===== src/hdl/tcc_pkg.sv =====
// Constants shared by the timer clock and clear selection logic.
// Operation
// RQ1: Five channels, each with own 8-bit control.
// RQ2: Reset and standby zero every defined field.
// RQ3: Top bit reserved, writes ignored, reads zero.
// RQ4: Clear field picks none, A, B, sync.
// RQ5: Clear on match or capture per register.
// RQ6: Sync clear follows other grouped counter clears.
// RQ7: Edge field picks rising, falling or both.
// RQ8: Internal sources count falling edges only.
// RQ9: External pins count edges the field selects.
// RQ10: Source field picks clock, taps or pins.
// RQ11: Channel two phase mode overrides source fields.
// RQ12: Pins synchronised, edges give one-cycle enables.
package tcc_pkg;

    // Channel count and register widths.
    localparam int CHAN_COUNT     = 5;
    localparam int REG_WIDTH      = 8;
    localparam int ADDR_WIDTH     = 3;
    localparam int PIN_COUNT      = 4;
    localparam int TAP_COUNT      = 4;
    localparam int PRESCALE_WIDTH = 3;
    localparam int PHASE_CHANNEL  = 2;

    // Register indices on the plain register port.
    localparam logic [2:0] CTRL_INDEX_FIRST = 3'h0;
    localparam logic [2:0] CTRL_INDEX_LAST  = 3'h4;
    localparam logic [2:0] STATUS_INDEX     = 3'h5;

    // Value after reset and standby.
    localparam logic [7:0] CTRL_RESET   = 8'h00;
    localparam logic [7:0] DEFINED_MASK = 8'h7F;

    // Cycles after reset until the edge detector's last stage holds a sampled pin value.
    localparam logic [1:0] SYNC_SETTLE = 2'h3;

    // Field positions inside the control register.
    localparam int CLEAR_POS_HI = 6;
    localparam int CLEAR_POS_LO = 5;
    localparam int EDGE_POS_HI  = 4;
    localparam int EDGE_POS_LO  = 3;
    localparam int SRC_POS_HI   = 2;
    localparam int SRC_POS_LO   = 0;

    // Clear source codes.
    localparam logic [1:0] CLEAR_NONE = 2'h0;
    localparam logic [1:0] CLEAR_GRA  = 2'h1;
    localparam logic [1:0] CLEAR_GRB  = 2'h2;
    localparam logic [1:0] CLEAR_SYNC = 2'h3;

    // Edge codes; any code with the top bit set counts both edges.
    localparam logic [1:0] EDGE_RISE = 2'h0;
    localparam logic [1:0] EDGE_FALL = 2'h1;

    // Clock source codes.
    localparam logic [2:0] SRC_PHI      = 3'h0;
    localparam logic [2:0] SRC_PHI_DIV2 = 3'h1;
    localparam logic [2:0] SRC_PHI_DIV4 = 3'h2;
    localparam logic [2:0] SRC_PHI_DIV8 = 3'h3;
    localparam logic [2:0] SRC_PIN_A    = 3'h4;
    localparam logic [2:0] SRC_PIN_B    = 3'h5;
    localparam logic [2:0] SRC_PIN_C    = 3'h6;
    localparam logic [2:0] SRC_PIN_D    = 3'h7;

endpackage


===== src/hdl/tcc_top.sv =====
// Per-channel counter clock, edge and clear selection with its control registers.
//
// Our own choices: the register addresses and the strobed register port.
module tcc_top (
    input  wire logic                            clk,
    input  wire logic                            rst,
    input  wire logic                            ce,
    input  wire logic                            standby,
    input  wire logic [tcc_pkg::ADDR_WIDTH-1:0]  addr,
    input  wire logic [tcc_pkg::REG_WIDTH-1:0]   wdata,
    input  wire logic                            wr,
    input  wire logic                            rd,
    output logic      [tcc_pkg::REG_WIDTH-1:0]   rdata,
    input  wire logic                            ext_clock_pin_a,
    input  wire logic                            ext_clock_pin_b,
    input  wire logic                            ext_clock_pin_c,
    input  wire logic                            ext_clock_pin_d,
    input  wire logic                            phase_count_flag,
    input  wire logic                            phase_count_pulse,
    input  wire logic [tcc_pkg::CHAN_COUNT-1:0]  sync_group,
    input  wire logic [tcc_pkg::CHAN_COUNT-1:0]  gra_is_capture,
    input  wire logic [tcc_pkg::CHAN_COUNT-1:0]  gra_match,
    input  wire logic [tcc_pkg::CHAN_COUNT-1:0]  gra_capture,
    input  wire logic [tcc_pkg::CHAN_COUNT-1:0]  grb_is_capture,
    input  wire logic [tcc_pkg::CHAN_COUNT-1:0]  grb_match,
    input  wire logic [tcc_pkg::CHAN_COUNT-1:0]  grb_capture,
    output logic      [tcc_pkg::CHAN_COUNT-1:0]  count_enable,
    output logic      [tcc_pkg::CHAN_COUNT-1:0]  count_clear
);

    import tcc_pkg::*;

    // Control registers, one per channel.
    logic [REG_WIDTH-1:0]  ctrl_reg  [CHAN_COUNT];
    logic [REG_WIDTH-1:0]  ctrl_next [CHAN_COUNT];

    // Read data and per-channel strobes.
    logic [REG_WIDTH-1:0]  rdata_reg;
    logic [REG_WIDTH-1:0]  rdata_next;
    logic [CHAN_COUNT-1:0] enable_reg;
    logic [CHAN_COUNT-1:0] enable_next;
    logic [CHAN_COUNT-1:0] clear_reg;
    logic [CHAN_COUNT-1:0] clear_next;

    // Selection intermediates.
    logic [TAP_COUNT-1:0]  tap_tick;
    logic [PIN_COUNT-1:0]  pin_in;
    logic [PIN_COUNT-1:0]  pin_level;
    logic [PIN_COUNT-1:0]  pin_rise;
    logic [PIN_COUNT-1:0]  pin_fall;
    logic [CHAN_COUNT-1:0] own_clear;
    logic [CHAN_COUNT-1:0] gra_event;
    logic [CHAN_COUNT-1:0] grb_event;
    logic                  addr_is_ctrl;

    // Pins gathered into a vector so the source code can index them.
    assign pin_in = {ext_clock_pin_d, ext_clock_pin_c,
                     ext_clock_pin_b, ext_clock_pin_a};

    // Extract the clear source field.
    function automatic logic [1:0] clear_field(input logic [REG_WIDTH-1:0] c);
        clear_field = c[CLEAR_POS_HI:CLEAR_POS_LO];
    endfunction

    // Extract the external edge field.
    function automatic logic [1:0] edge_field(input logic [REG_WIDTH-1:0] c);
        edge_field = c[EDGE_POS_HI:EDGE_POS_LO];
    endfunction

    // Extract the clock source field.
    function automatic logic [2:0] src_field(input logic [REG_WIDTH-1:0] c);
        src_field = c[SRC_POS_HI:SRC_POS_LO];
    endfunction

    // Count tick of one channel from its control value.
    function automatic logic count_tick(
        input logic [REG_WIDTH-1:0] c,
        input logic [TAP_COUNT-1:0] ticks,
        input logic [PIN_COUNT-1:0] rise,
        input logic [PIN_COUNT-1:0] fall
    );
        logic [2:0] src;
        logic [1:0] edg;
        logic [1:0] sel;
        src = src_field(c);
        edg = edge_field(c);
        sel = src[1:0];
        if (!src[2]) begin
            // Internal taps ignore the edge field entirely.
            count_tick = ticks[sel]; // RQ8 RQ10
        end else if (edg[1]) begin
            count_tick = rise[sel] | fall[sel]; // RQ7 RQ9
        end else if (edg == EDGE_FALL) begin
            count_tick = fall[sel]; // RQ7 RQ9
        end else begin
            count_tick = rise[sel]; // RQ7 RQ9
        end
    endfunction

    // Own clear of a channel from its general register events.
    function automatic logic own_clear_of(
        input logic [1:0] code,
        input logic       a_evt,
        input logic       b_evt
    );
        unique case (code)
            CLEAR_NONE: own_clear_of = 1'b0; // RQ4
            CLEAR_GRA:  own_clear_of = a_evt; // RQ4
            CLEAR_GRB:  own_clear_of = b_evt; // RQ4
            CLEAR_SYNC: own_clear_of = 1'b0;
        endcase
    endfunction

    // Internal prescaler taps.
    tcc_prescaler u_prescaler (
        .clk     (clk),
        .rst     (rst),
        .ce      (ce),
        .standby (standby),
        .tick    (tap_tick)
    );

    // One synchroniser per external pin, shared by all channels.
    for (genvar p = 0; p < PIN_COUNT; p++) begin : g_pin
        tcc_edge_detect u_edge (
            .clk     (clk),
            .rst     (rst),
            .ce      (ce),
            .standby (standby),
            .pin     (pin_in[p]),
            .level   (pin_level[p]),
            .rise    (pin_rise[p]),
            .fall    (pin_fall[p])
        );
    end

    // The event that clears depends on whether the register compares or captures.
    always_comb begin
        for (int i = 0; i < CHAN_COUNT; i++) begin
            gra_event[i] = gra_is_capture[i] ? gra_capture[i] : gra_match[i]; // RQ5
            grb_event[i] = grb_is_capture[i] ? grb_capture[i] : grb_match[i]; // RQ5
            own_clear[i] = own_clear_of(clear_field(ctrl_reg[i]),
                                        gra_event[i], grb_event[i]);
        end
    end

    // Address decode; the first control index is zero, so only the upper bound needs a compare.
    assign addr_is_ctrl = (addr <= CTRL_INDEX_LAST);

    // Register writes; standby reinitialises like reset.
    always_comb begin
        for (int i = 0; i < CHAN_COUNT; i++) begin
            ctrl_next[i] = ctrl_reg[i];
            if (standby) begin
                ctrl_next[i] = CTRL_RESET; // RQ2
            end else if (wr && addr_is_ctrl && (addr == 3'(i))) begin
                ctrl_next[i] = wdata & DEFINED_MASK; // RQ1 RQ3
            end
        end
    end

    // Read data stand only in the cycle after the strobe; unmapped reads give zero.
    always_comb begin
        rdata_next = '0;
        if (rd && !standby) begin
            if (addr_is_ctrl) begin
                rdata_next = ctrl_reg[addr] & DEFINED_MASK; // RQ3
            end else if (addr == STATUS_INDEX) begin
                rdata_next = {3'h0, phase_count_flag, pin_level};
            end
        end
    end

    // Count enables and clears per channel.
    always_comb begin
        enable_next = '0;
        clear_next  = '0;
        for (int i = 0; i < CHAN_COUNT; i++) begin
            enable_next[i] = count_tick(ctrl_reg[i], tap_tick,
                                        pin_rise, pin_fall);
            clear_next[i]  = own_clear[i];
            if (clear_field(ctrl_reg[i]) == CLEAR_SYNC && sync_group[i]) begin
                // Only members other than this one can trigger the group clear.
                for (int j = 0; j < CHAN_COUNT; j++) begin
                    if (j != i && sync_group[j] && own_clear[j]) begin
                        clear_next[i] = 1'b1; // RQ6
                    end
                end
            end
        end
        // Phase counting takes channel two away from the source fields.
        if (phase_count_flag) begin
            enable_next[PHASE_CHANNEL] = phase_count_pulse; // RQ11
        end
        if (standby) begin
            enable_next = '0;
            clear_next  = '0;
        end
    end

    // All state registers here; nothing moves while the clock enable is low.
    always_ff @(posedge clk or posedge rst) begin
        if (rst) begin
            for (int i = 0; i < CHAN_COUNT; i++) begin
                ctrl_reg[i] <= CTRL_RESET; // RQ2
            end
            rdata_reg  <= '0;
            enable_reg <= '0;
            clear_reg  <= '0;
        end else if (ce) begin
            for (int i = 0; i < CHAN_COUNT; i++) begin
                ctrl_reg[i] <= ctrl_next[i];
            end
            rdata_reg  <= rdata_next;
            enable_reg <= enable_next;
            clear_reg  <= clear_next;
        end
    end

    // Outputs come straight from flip-flops.
    assign rdata        = rdata_reg;
    assign count_enable = enable_reg;
    assign count_clear  = clear_reg;

endmodule


===== src/hdl/tcc_prescaler.sv =====
// Free-running prescaler giving falling-edge ticks of the internal taps.
module tcc_prescaler
    import tcc_pkg::*;
(
    input  wire logic                 clk,
    input  wire logic                 rst,
    input  wire logic                 ce,
    input  wire logic                 standby,
    output logic [tcc_pkg::TAP_COUNT-1:0] tick
);

    logic [PRESCALE_WIDTH-1:0] div_reg;
    logic [PRESCALE_WIDTH-1:0] div_next;
    logic [TAP_COUNT-1:0]      tick_reg;
    logic [TAP_COUNT-1:0]      tick_next;

    // A tap falls when its own divider bit and every lower divider bit are one, so the tick marks that edge.
    always_comb begin
        div_next  = div_reg + 3'h1;
        tick_next = {&div_reg[2:0], &div_reg[1:0], div_reg[0], 1'b1}; // RQ8
        if (standby) begin
            div_next  = '0;
            tick_next = '0;
        end
    end

    // Registers freeze while the clock enable is low.
    always_ff @(posedge clk or posedge rst) begin
        if (rst) begin
            div_reg  <= '0;
            tick_reg <= '0;
        end else if (ce) begin
            div_reg  <= div_next;
            tick_reg <= tick_next;
        end
    end

    assign tick = tick_reg;

endmodule


===== src/hdl/tcc_edge_detect.sv =====
// Two-stage synchroniser and edge detector for one external clock pin.
module tcc_edge_detect (
    input  wire logic clk,
    input  wire logic rst,
    input  wire logic ce,
    input  wire logic standby,
    input  wire logic pin,
    output logic      level,
    output logic      rise,
    output logic      fall
);

    logic sync1_reg;
    logic sync2_reg;
    logic last_reg;
    logic rise_reg;
    logic fall_reg;
    logic sync1_next;
    logic sync2_next;
    logic last_next;
    logic rise_next;
    logic fall_next;
    logic [1:0] warm_reg;
    logic [1:0] warm_next;

    // Only the second stage reads the first, which keeps metastability out of the edge logic.
    always_comb begin
        sync1_next = pin;
        sync2_next = sync1_reg;
        last_next  = sync2_reg;
        warm_next  = (warm_reg == tcc_pkg::SYNC_SETTLE) ? warm_reg : warm_reg + 2'h1;
        rise_next  = sync2_reg & ~last_reg; // RQ12
        fall_next  = ~sync2_reg & last_reg; // RQ12
        // Until the last stage holds a sampled value, a pin held high would look like a rising edge.
        if (standby || (warm_reg != tcc_pkg::SYNC_SETTLE)) begin
            rise_next = 1'b0;
            fall_next = 1'b0;
        end
    end

    // State holds while the clock enable is low.
    always_ff @(posedge clk or posedge rst) begin
        if (rst) begin
            sync1_reg <= 1'b0;
            sync2_reg <= 1'b0;
            last_reg  <= 1'b0;
            rise_reg  <= 1'b0;
            fall_reg  <= 1'b0;
            warm_reg  <= 2'h0;
        end else if (ce) begin
            sync1_reg <= sync1_next;
            sync2_reg <= sync2_next;
            last_reg  <= last_next;
            rise_reg  <= rise_next;
            fall_reg  <= fall_next;
            warm_reg  <= warm_next;
        end
    end

    assign level = last_reg;
    assign rise  = rise_reg;
    assign fall  = fall_reg;

endmodule


===== config.mk =====
export PLATFORM = sky130hd
export DESIGN_NAME = tcc_top
export DESIGN_NICKNAME = d
export VERILOG_FILES = /design/src/hdl/tcc_pkg.sv /design/src/hdl/tcc_top.sv /design/src/hdl/tcc_prescaler.sv /design/src/hdl/tcc_edge_detect.sv
export SDC_FILE = /design/constraint.sdc
export NUM_CORES = 1
export LEC_CHECK = 0
export BUFFER_PORTS_ARGS = -buffer_cell sky130_fd_sc_hd__buf_2
export CORE_MARGIN = 2
export CORE_UTILIZATION = 40
export DETAILED_ROUTE_END_ITERATION = 16
export HOLD_SLACK_MARGIN = 0.02
export PLACE_DENSITY_LB_ADDON = 0.1
export SYNTH_ARGS = -nofsm -noshare
export SYNTH_HDL_FRONTEND = slang
export SYNTH_SLANG_ARGS = --single-unit

===== constraint.sdc =====
create_clock -name clk -period 2.9 [get_ports clk]
set_input_delay 0.29 -clock clk [delete_from_list [all_inputs] [get_ports clk]]
set_output_delay 0.29 -clock clk [all_outputs]
set_load 0.03 [all_outputs]

Word level (Yosys, flattened, before mapping)
Index checks and enable logic that the tools add are counted.
{"block": "word_totals", "reg_bits": 93, "latch_bits": 0, "ramBits": 0, "romBits": 0, "input_bits": 58, "elab_cells": 268, "memories": 0}
{"block": "op_classes", "addsub": 5, "multipliers": 0, "div_mod_pow": 0, "order_cmp": 7, "n_eq_ne": 33, "shifts": 0, "n_mux": 114, "bitwise": 26, "reduce_logical": 49}
{"operator": "$mux W8", "count": 10}
{"operator": "$mux W1", "count": 74}
{"operator": "$bmux W1 S2", "count": 15}
{"operator": "$eq A2 B2 Y1 const B", "count": 14}
{"operator": "$mux W7", "count": 4}
{"operator": "$bmux W8 S3", "count": 1}
{"operator": "$eq A2 B1 Y1 const B", "count": 10}
{"operator": "$reduce_and A2 Y1", "count": 10}
{"operator": "$logic_and A1 B1 Y1", "count": 17}
{"operator": "$lt A2 B3 Y1 const B", "count": 5}
{"operator": "$mux W5", "count": 3}
{"operator": "$pmux W1 S3", "count": 5}
{"operator": "$not A1 Y1", "count": 12}
{"operator": "$logic_not A2 Y1", "count": 5}
{"operator": "$reduce_bool A2 Y1", "count": 5}
{"operator": "$reduce_or A2 Y1", "count": 5}
{"operator": "$add A2 B1 Y2 const B", "count": 4}
{"operator": "$and A1 B1 Y1", "count": 8}
{"operator": "$ne A2 B2 Y1 const B", "count": 4}
{"operator": "$eq A3 B2 Y1 const B", "count": 2}
{"operator": "$eq A3 B3 Y1 const B", "count": 2}
{"operator": "$or A1 B1 Y1", "count": 5}
{"operator": "$ge A4 B4 Y1 const B", "count": 1}
{"operator": "$logic_or A1 B1 Y1", "count": 4}
{"operator": "other kinds (9)", "count": 9}

Longest topological paths before layout
{"block": "logic_depth", "word_depth": 10, "mapped_depth": 7, "depth_no_buf": 5}

Cells and area by module
Synthesis repeated with hierarchy kept, for this count alone.
{"block": "unflattened", "cells_unflattened": 431, "hier_area_um2": 4854.7}
{"mod": "tcc_top", "n_inst": 1, "cells_per_inst": 325, "area_each_um2": 3289.4}
{"mod": "tcc_edge_detect", "n_inst": 4, "cells_per_inst": 21, "area_each_um2": 316.6}
{"mod": "tcc_prescaler", "n_inst": 1, "cells_per_inst": 22, "area_each_um2": 299.0}

Least setup slack after synthesis
Ideal clock, no wire load.
{"block": "synth_timing", "kind": "reg-to-reg", "start": "reg g_pin[0].u_edge.fall_reg", "end": "reg enable_reg[0] (netlist: count_enable[0])", "arrival_time_ps": 1359, "required_time_ps": 2761, "path_slack_ps": 1403, "path_stages_with_launch": 6, "path_buffers": 1, "period_less_slack_ps": 1497, "cell_sequence": "dfrtp_1 > buf_4 > mux4_2 > nor2b_1 > a211oi_2 > o221ai_1"}
{"block": "synth_between", "elab_chain_cells": 6, "elab_cells_between_ends": 7, "cone_classes": "mux (6); bitwise (1)"}
{"element": "start, declared", "line_no": "tcc_edge_detect.sv:17", "rtl": "logic fall_reg;"}
{"element": "start signal, assigned", "line_no": "tcc_edge_detect.sv:55", "rtl": "fall_reg <= fall_next;"}
{"element": "$bmux W1 S2 (*)", "line_no": "tcc_top.sv:92, tcc_top.sv:94"}
{"element": "$mux W1 (not written as such) (*)", "line_no": "tcc_top.sv:92, tcc_top.sv:94"}
{"element": "$mux W1 / $or A1 B1 Y1 (equally long branches)", "line_no": "tcc_top.sv:93, tcc_top.sv:92"}
{"element": "$mux W1 (*)", "line_no": "tcc_top.sv:91", "rtl": "end else if (edg[1]) begin"}
{"element": "$mux W1 (*)", "line_no": "tcc_top.sv:88", "rtl": "if (!src[2]) begin"}
{"element": "$mux W5 (*)", "line_no": "tcc_top.sv:195", "rtl": "if (standby) begin"}
{"element": "end signal, assigned", "line_no": "tcc_top.sv:215", "rtl": "enable_reg <= enable_next;"}
{"element": "end, declared", "line_no": "tcc_top.sv:40", "rtl": "logic [CHAN_COUNT-1:0] enable_reg;"}
Every way passes the cells marked *; elsewhere a longest branch is shown, timed or not. The select of a mux whose other input is x is not followed.
A chain may end at the register's enable or synchronous reset.

Final worst setup path
{"block": "layout_timing", "start": "reg g_pin[3].u_edge.rise_reg", "end": "reg enable_reg[4] (netlist: count_enable[4])"}
{"block": "layout_between", "elab_chain_cells": 6, "elab_cells_between_ends": 7, "cone_classes": "mux (6); bitwise (1)"}
{"element": "start, declared", "line_no": "tcc_edge_detect.sv:16", "rtl": "logic rise_reg;"}
{"element": "start signal, assigned", "line_no": "tcc_edge_detect.sv:54", "rtl": "rise_reg <= rise_next;"}
{"element": "$bmux W1 S2 (*)", "line_no": "tcc_top.sv:92, tcc_top.sv:96"}
{"element": "$mux W1 (not written as such) (*)", "line_no": "tcc_top.sv:92, tcc_top.sv:96"}
{"element": "$mux W1 / $or A1 B1 Y1 (equally long branches)", "line_no": "tcc_top.sv:93, tcc_top.sv:92"}
{"element": "$mux W1 (*)", "line_no": "tcc_top.sv:91"}
{"element": "$mux W1 (*)", "line_no": "tcc_top.sv:88"}
{"element": "$mux W5 (*)", "line_no": "tcc_top.sv:195"}
Marks and branches as above.

==> metrics.md <==
| Metric | Value |
|---|---|
| First-pass GRT wire length | 19220 um |
| WS Path Type | flop to flop |
| Synth top area share | 0.4625 |
| # clock sinks | 87 |
| DR WL/cell | 18.66 um |
| Routed Antenna Nets | 0 |
| Pwr Total | 3.464 mW |
| Initial Utilization | 0.4105 |
| Die height | 112.5 um |
| Required @ worst endpoint | 3.11 ns |
| Compound-cell area share of the yosys netlist | 0.1669 |
| Yosys top cell by area | dfrtp_1 |
| Syn Nets | 479 |
| Simple logic cell fraction of the synthesized area | 0.1220 |
| Layout area overhead | 15.39% |
| Post-Syn Area per Cell | 11.34 sq um |
| Xor/xnor share of the synthesized area | 0.007443 |
| Vias in the first global route | 3514 |
| Critical path launch point type | flop |
| Top post-synthesis cells by count | dfrtp_1 (87), nand2_1 (41), o21ai_0 (41), mux2_2 (23), mux4_2 (19) |
| Routability cong. | 0.8899 |
| Reg2Reg Setup Slack | 1.17 ns |
| Setup Skew | 0.007710 ns |
| Crit path from | g_pin[3].u_edge.rise$_DFFE_PP0P_ |
| Post-synth EDFFs | 0 |
| Largest net degree at the start of global routing | 55 |
| CTS root buf | clkbuf_16 |
| Register area share after synthesis | 0.4625 |
| RSZ-0062 raised after global routing | false |
| Dpl hpwl | 8380 um |
| CTS Buf Count | 9 |
| Setup crit end | count_enable[4]$_DFFE_PP0P_ |
| Slew headroom | 0.4197 |
| Top Ports | 76 |
| Post CTS Setup Buffer Count | 0 |
| Yosys reg bits | 87 |
| Cell Area, Synth | 4707 sq um |
| Total negative slack | 0 ns |
| Final instance area | 5431 sq um |
| Max-Cap Viols | 0 |
| IR drop worst, VDD | 0.0002935 V |
| Nets | 541 |
| IO buf count | 73 |
| Crit Path Max Fanout | 10 |
| Chip width | 112.5 um |
| Yosys cell types | 46 |
| Total GRT Usage | 0.1947 |
| Worst slew pin tran | 0.8646 ns |
| Via Count | 3544 |
| Final setup fails | 0 |
| Synth Flop Type | dfrtp_1 |
| FF-to-FF Start | g_pin[3].u_edge.rise$_DFFE_PP0P_ |
| Final WL | 11660 um |
| Vias per std cell | 5.670 |
| DIE AREA | 12650 sq um |
| GRT overflow | 0 |
| Clock slew at reported path FFs | 0.07 ns |
| Largest family of logic cells by synthesized area | multiplexers |
| Count leader, synth | dfrtp_1 |
| Max FFs per register | 35 |
| DP Area | 5122 sq um |
| Initial antenna violation count | 0 |
| PwrDens | 637.8 nW/um^2 |
| Clock latency on the worst-skew pair | 0.35 ns |
| CTS tree | done |
| Drt initial violations | 176 |
| Multiplexer share of the synthesized area | 0.1805 |
| Share of cells above drive strength 1 | 0.2905 |
| Num rows | 39 |
| Crit path arrival time | 1.95 ns |
| CP Capture Type | flop |
| Hold WC Path Type | primary input to flop |
| Residual DRC | 0 |
| Syn. warnings | 0 |
| Fin. Hold Viols | 0 |
| Max frequency | 576.5 MHz |
| H-tree depth | 3 |
| 1st-pass router iterations | 4 |
| Period utilisation layout | 0.5981 |
| Lkg Pwr | 2.379 nW |
| Reg-to-reg endpoint | count_enable[4]$_DFFE_PP0P_ |
| Core Region | 11470 sq um |
| Post-layout min period | 1.735 ns |
| FFs w/ async S/R, synth | 1.000 |
| Clock buffer depth | 2 |
| Status | complete, no violations |
| Synth Area in Adders | 0.01595 |
| Synth area leaders | dfrtp_1 (46%), mux4_2 (9.1%), mux2_2 (5.5%) |
| Mapped Cells | 415 |
| Final count of pins violating max slew | 0 |
| Worst r2r path cells | 4 |
| Ant diodes | 0 |
-- report_power, final --
group,total (mW),internal [mW],switching [mW]
sequential,1.59,1.39,0.203
clock,1.18,0.691,0.487
combinational,0.694,0.362,0.331
-- final cells by class --
| cell class | count | area, sq um |
|---|---|---|
| timing repair buffer | 78 | 417.9 |
| sequential | 87 | 2177 |
| inverter | 9 | 35.03 |
| tap | 143 | 178.9 |
| multi-input combinational | 292 | 2323 |
| clock buffer | 11 | 242.7 |
| fill | 1044 | 6036 |
| clock inverter | 5 | 56.30 |
-- critical path, stage by stage (launching register included) --
cell and delay [ns]:
dfrtp_1 0.53, mux4_2 0.53, nor2b_1 0.16, a211oi_2 0.23
o221ai_1 0.15
-- routing by layer --
layer | GRT usage | wire length (um) | up-vias
met2 | 0.3052 | 5449 | 92
met1 | 0.2781 | 5524 | 1741
met4 | 0.05854 | 164 | 0
met3 | 0.03510 | 521 | 14
li1 | - | - | 1697
met5 | 0 | 0 | -
-- cells by family after synthesis --
| group | Yosys count |
|---|---|
| AOI/OAI and AO/OA | 116 |
| xor gates and xnor gates | 4 |
| adders and majority gates | 6 |
| buffers and inverters | 36 |
| DFF | 87 |
| muxes | 55 |
| other | 1 |
| and+or+nand+nor | 110 |
-- worst min-delay path by stage --
stage                         start                                 endpoint  slack [ns]  cells after the start
global placement                rst  g_pin[0].u_edge.warm_reg[0]$_DFFE_PP0P_        0.38                      2
detailed placement              rst  g_pin[0].u_edge.warm_reg[0]$_DFFE_PP0P_        0.39                      2
finish              ext_clock_pin_a    g_pin[0].u_edge.sync1_reg$_DFFE_PP0P_        0.17                      2
CTS                 ext_clock_pin_a    g_pin[0].u_edge.sync1_reg$_DFFE_PP0P_        0.16                      2
floorplan           ext_clock_pin_c    g_pin[2].u_edge.sync1_reg$_DFFE_PP0P_        0.44                      1
global route        ext_clock_pin_a    g_pin[0].u_edge.sync1_reg$_DFFE_PP0P_        0.17                      2
-- metrics by stage --
stage | worst slack (ns) | cells | util | hold WS [ns]
global placement | 0.9843 | 608 | 0.4467 | 0.3762
finish | 1.166 | 625 | 0.4737 | 0.1718
floorplan | 0.3598 | 415 | - | 0.4416
global route | 1.098 | 625 | 0.4737 | 0.1726
detailed placement | 0.9107 | 608 | 0.4467 | 0.3875
CTS | 1.172 | 625 | 0.4737 | 0.1648
-- cell usage in the layout, fill, tap and decap left out, drive strengths merged, types with 2 or more instances in the layout --
cell type / n
nand4: 3
nor4b: 4
mux4: 21
and4: 2
a21o: 3
a22oi: 11
a221o: 2
and3: 3
nand2: 41
and2: 2
dfrtp: 87
nand2b: 18
clkbuf: 11
o22ai: 3
o21ai: 49
o2bb2ai: 12
nand3b: 3
o221ai: 4
nor2b: 4
o2111ai: 4
nand4b: 5
o211ai: 4
inv: 9
mux2: 23
buf: 77
a22o: 9
nor2: 13
mux2i: 11
nor3: 7
a21oi: 7
nor3b: 2
a31oi: 3
a211oi: 4
clkinv: 3
xnor2: 3
nand3: 3
ha: 6
-- what timing repair did --
| item | 4_1_cts | 5_1_grt |
|---|---|---|
| hold buffers | 1 | 0 |
| resized for setup | 0 | 0 |
| endpoints found under the setup margin | 0 | 0 |
| hold endpoints to repair | 33 | 0 |
(Power assumes the default switching activity.)
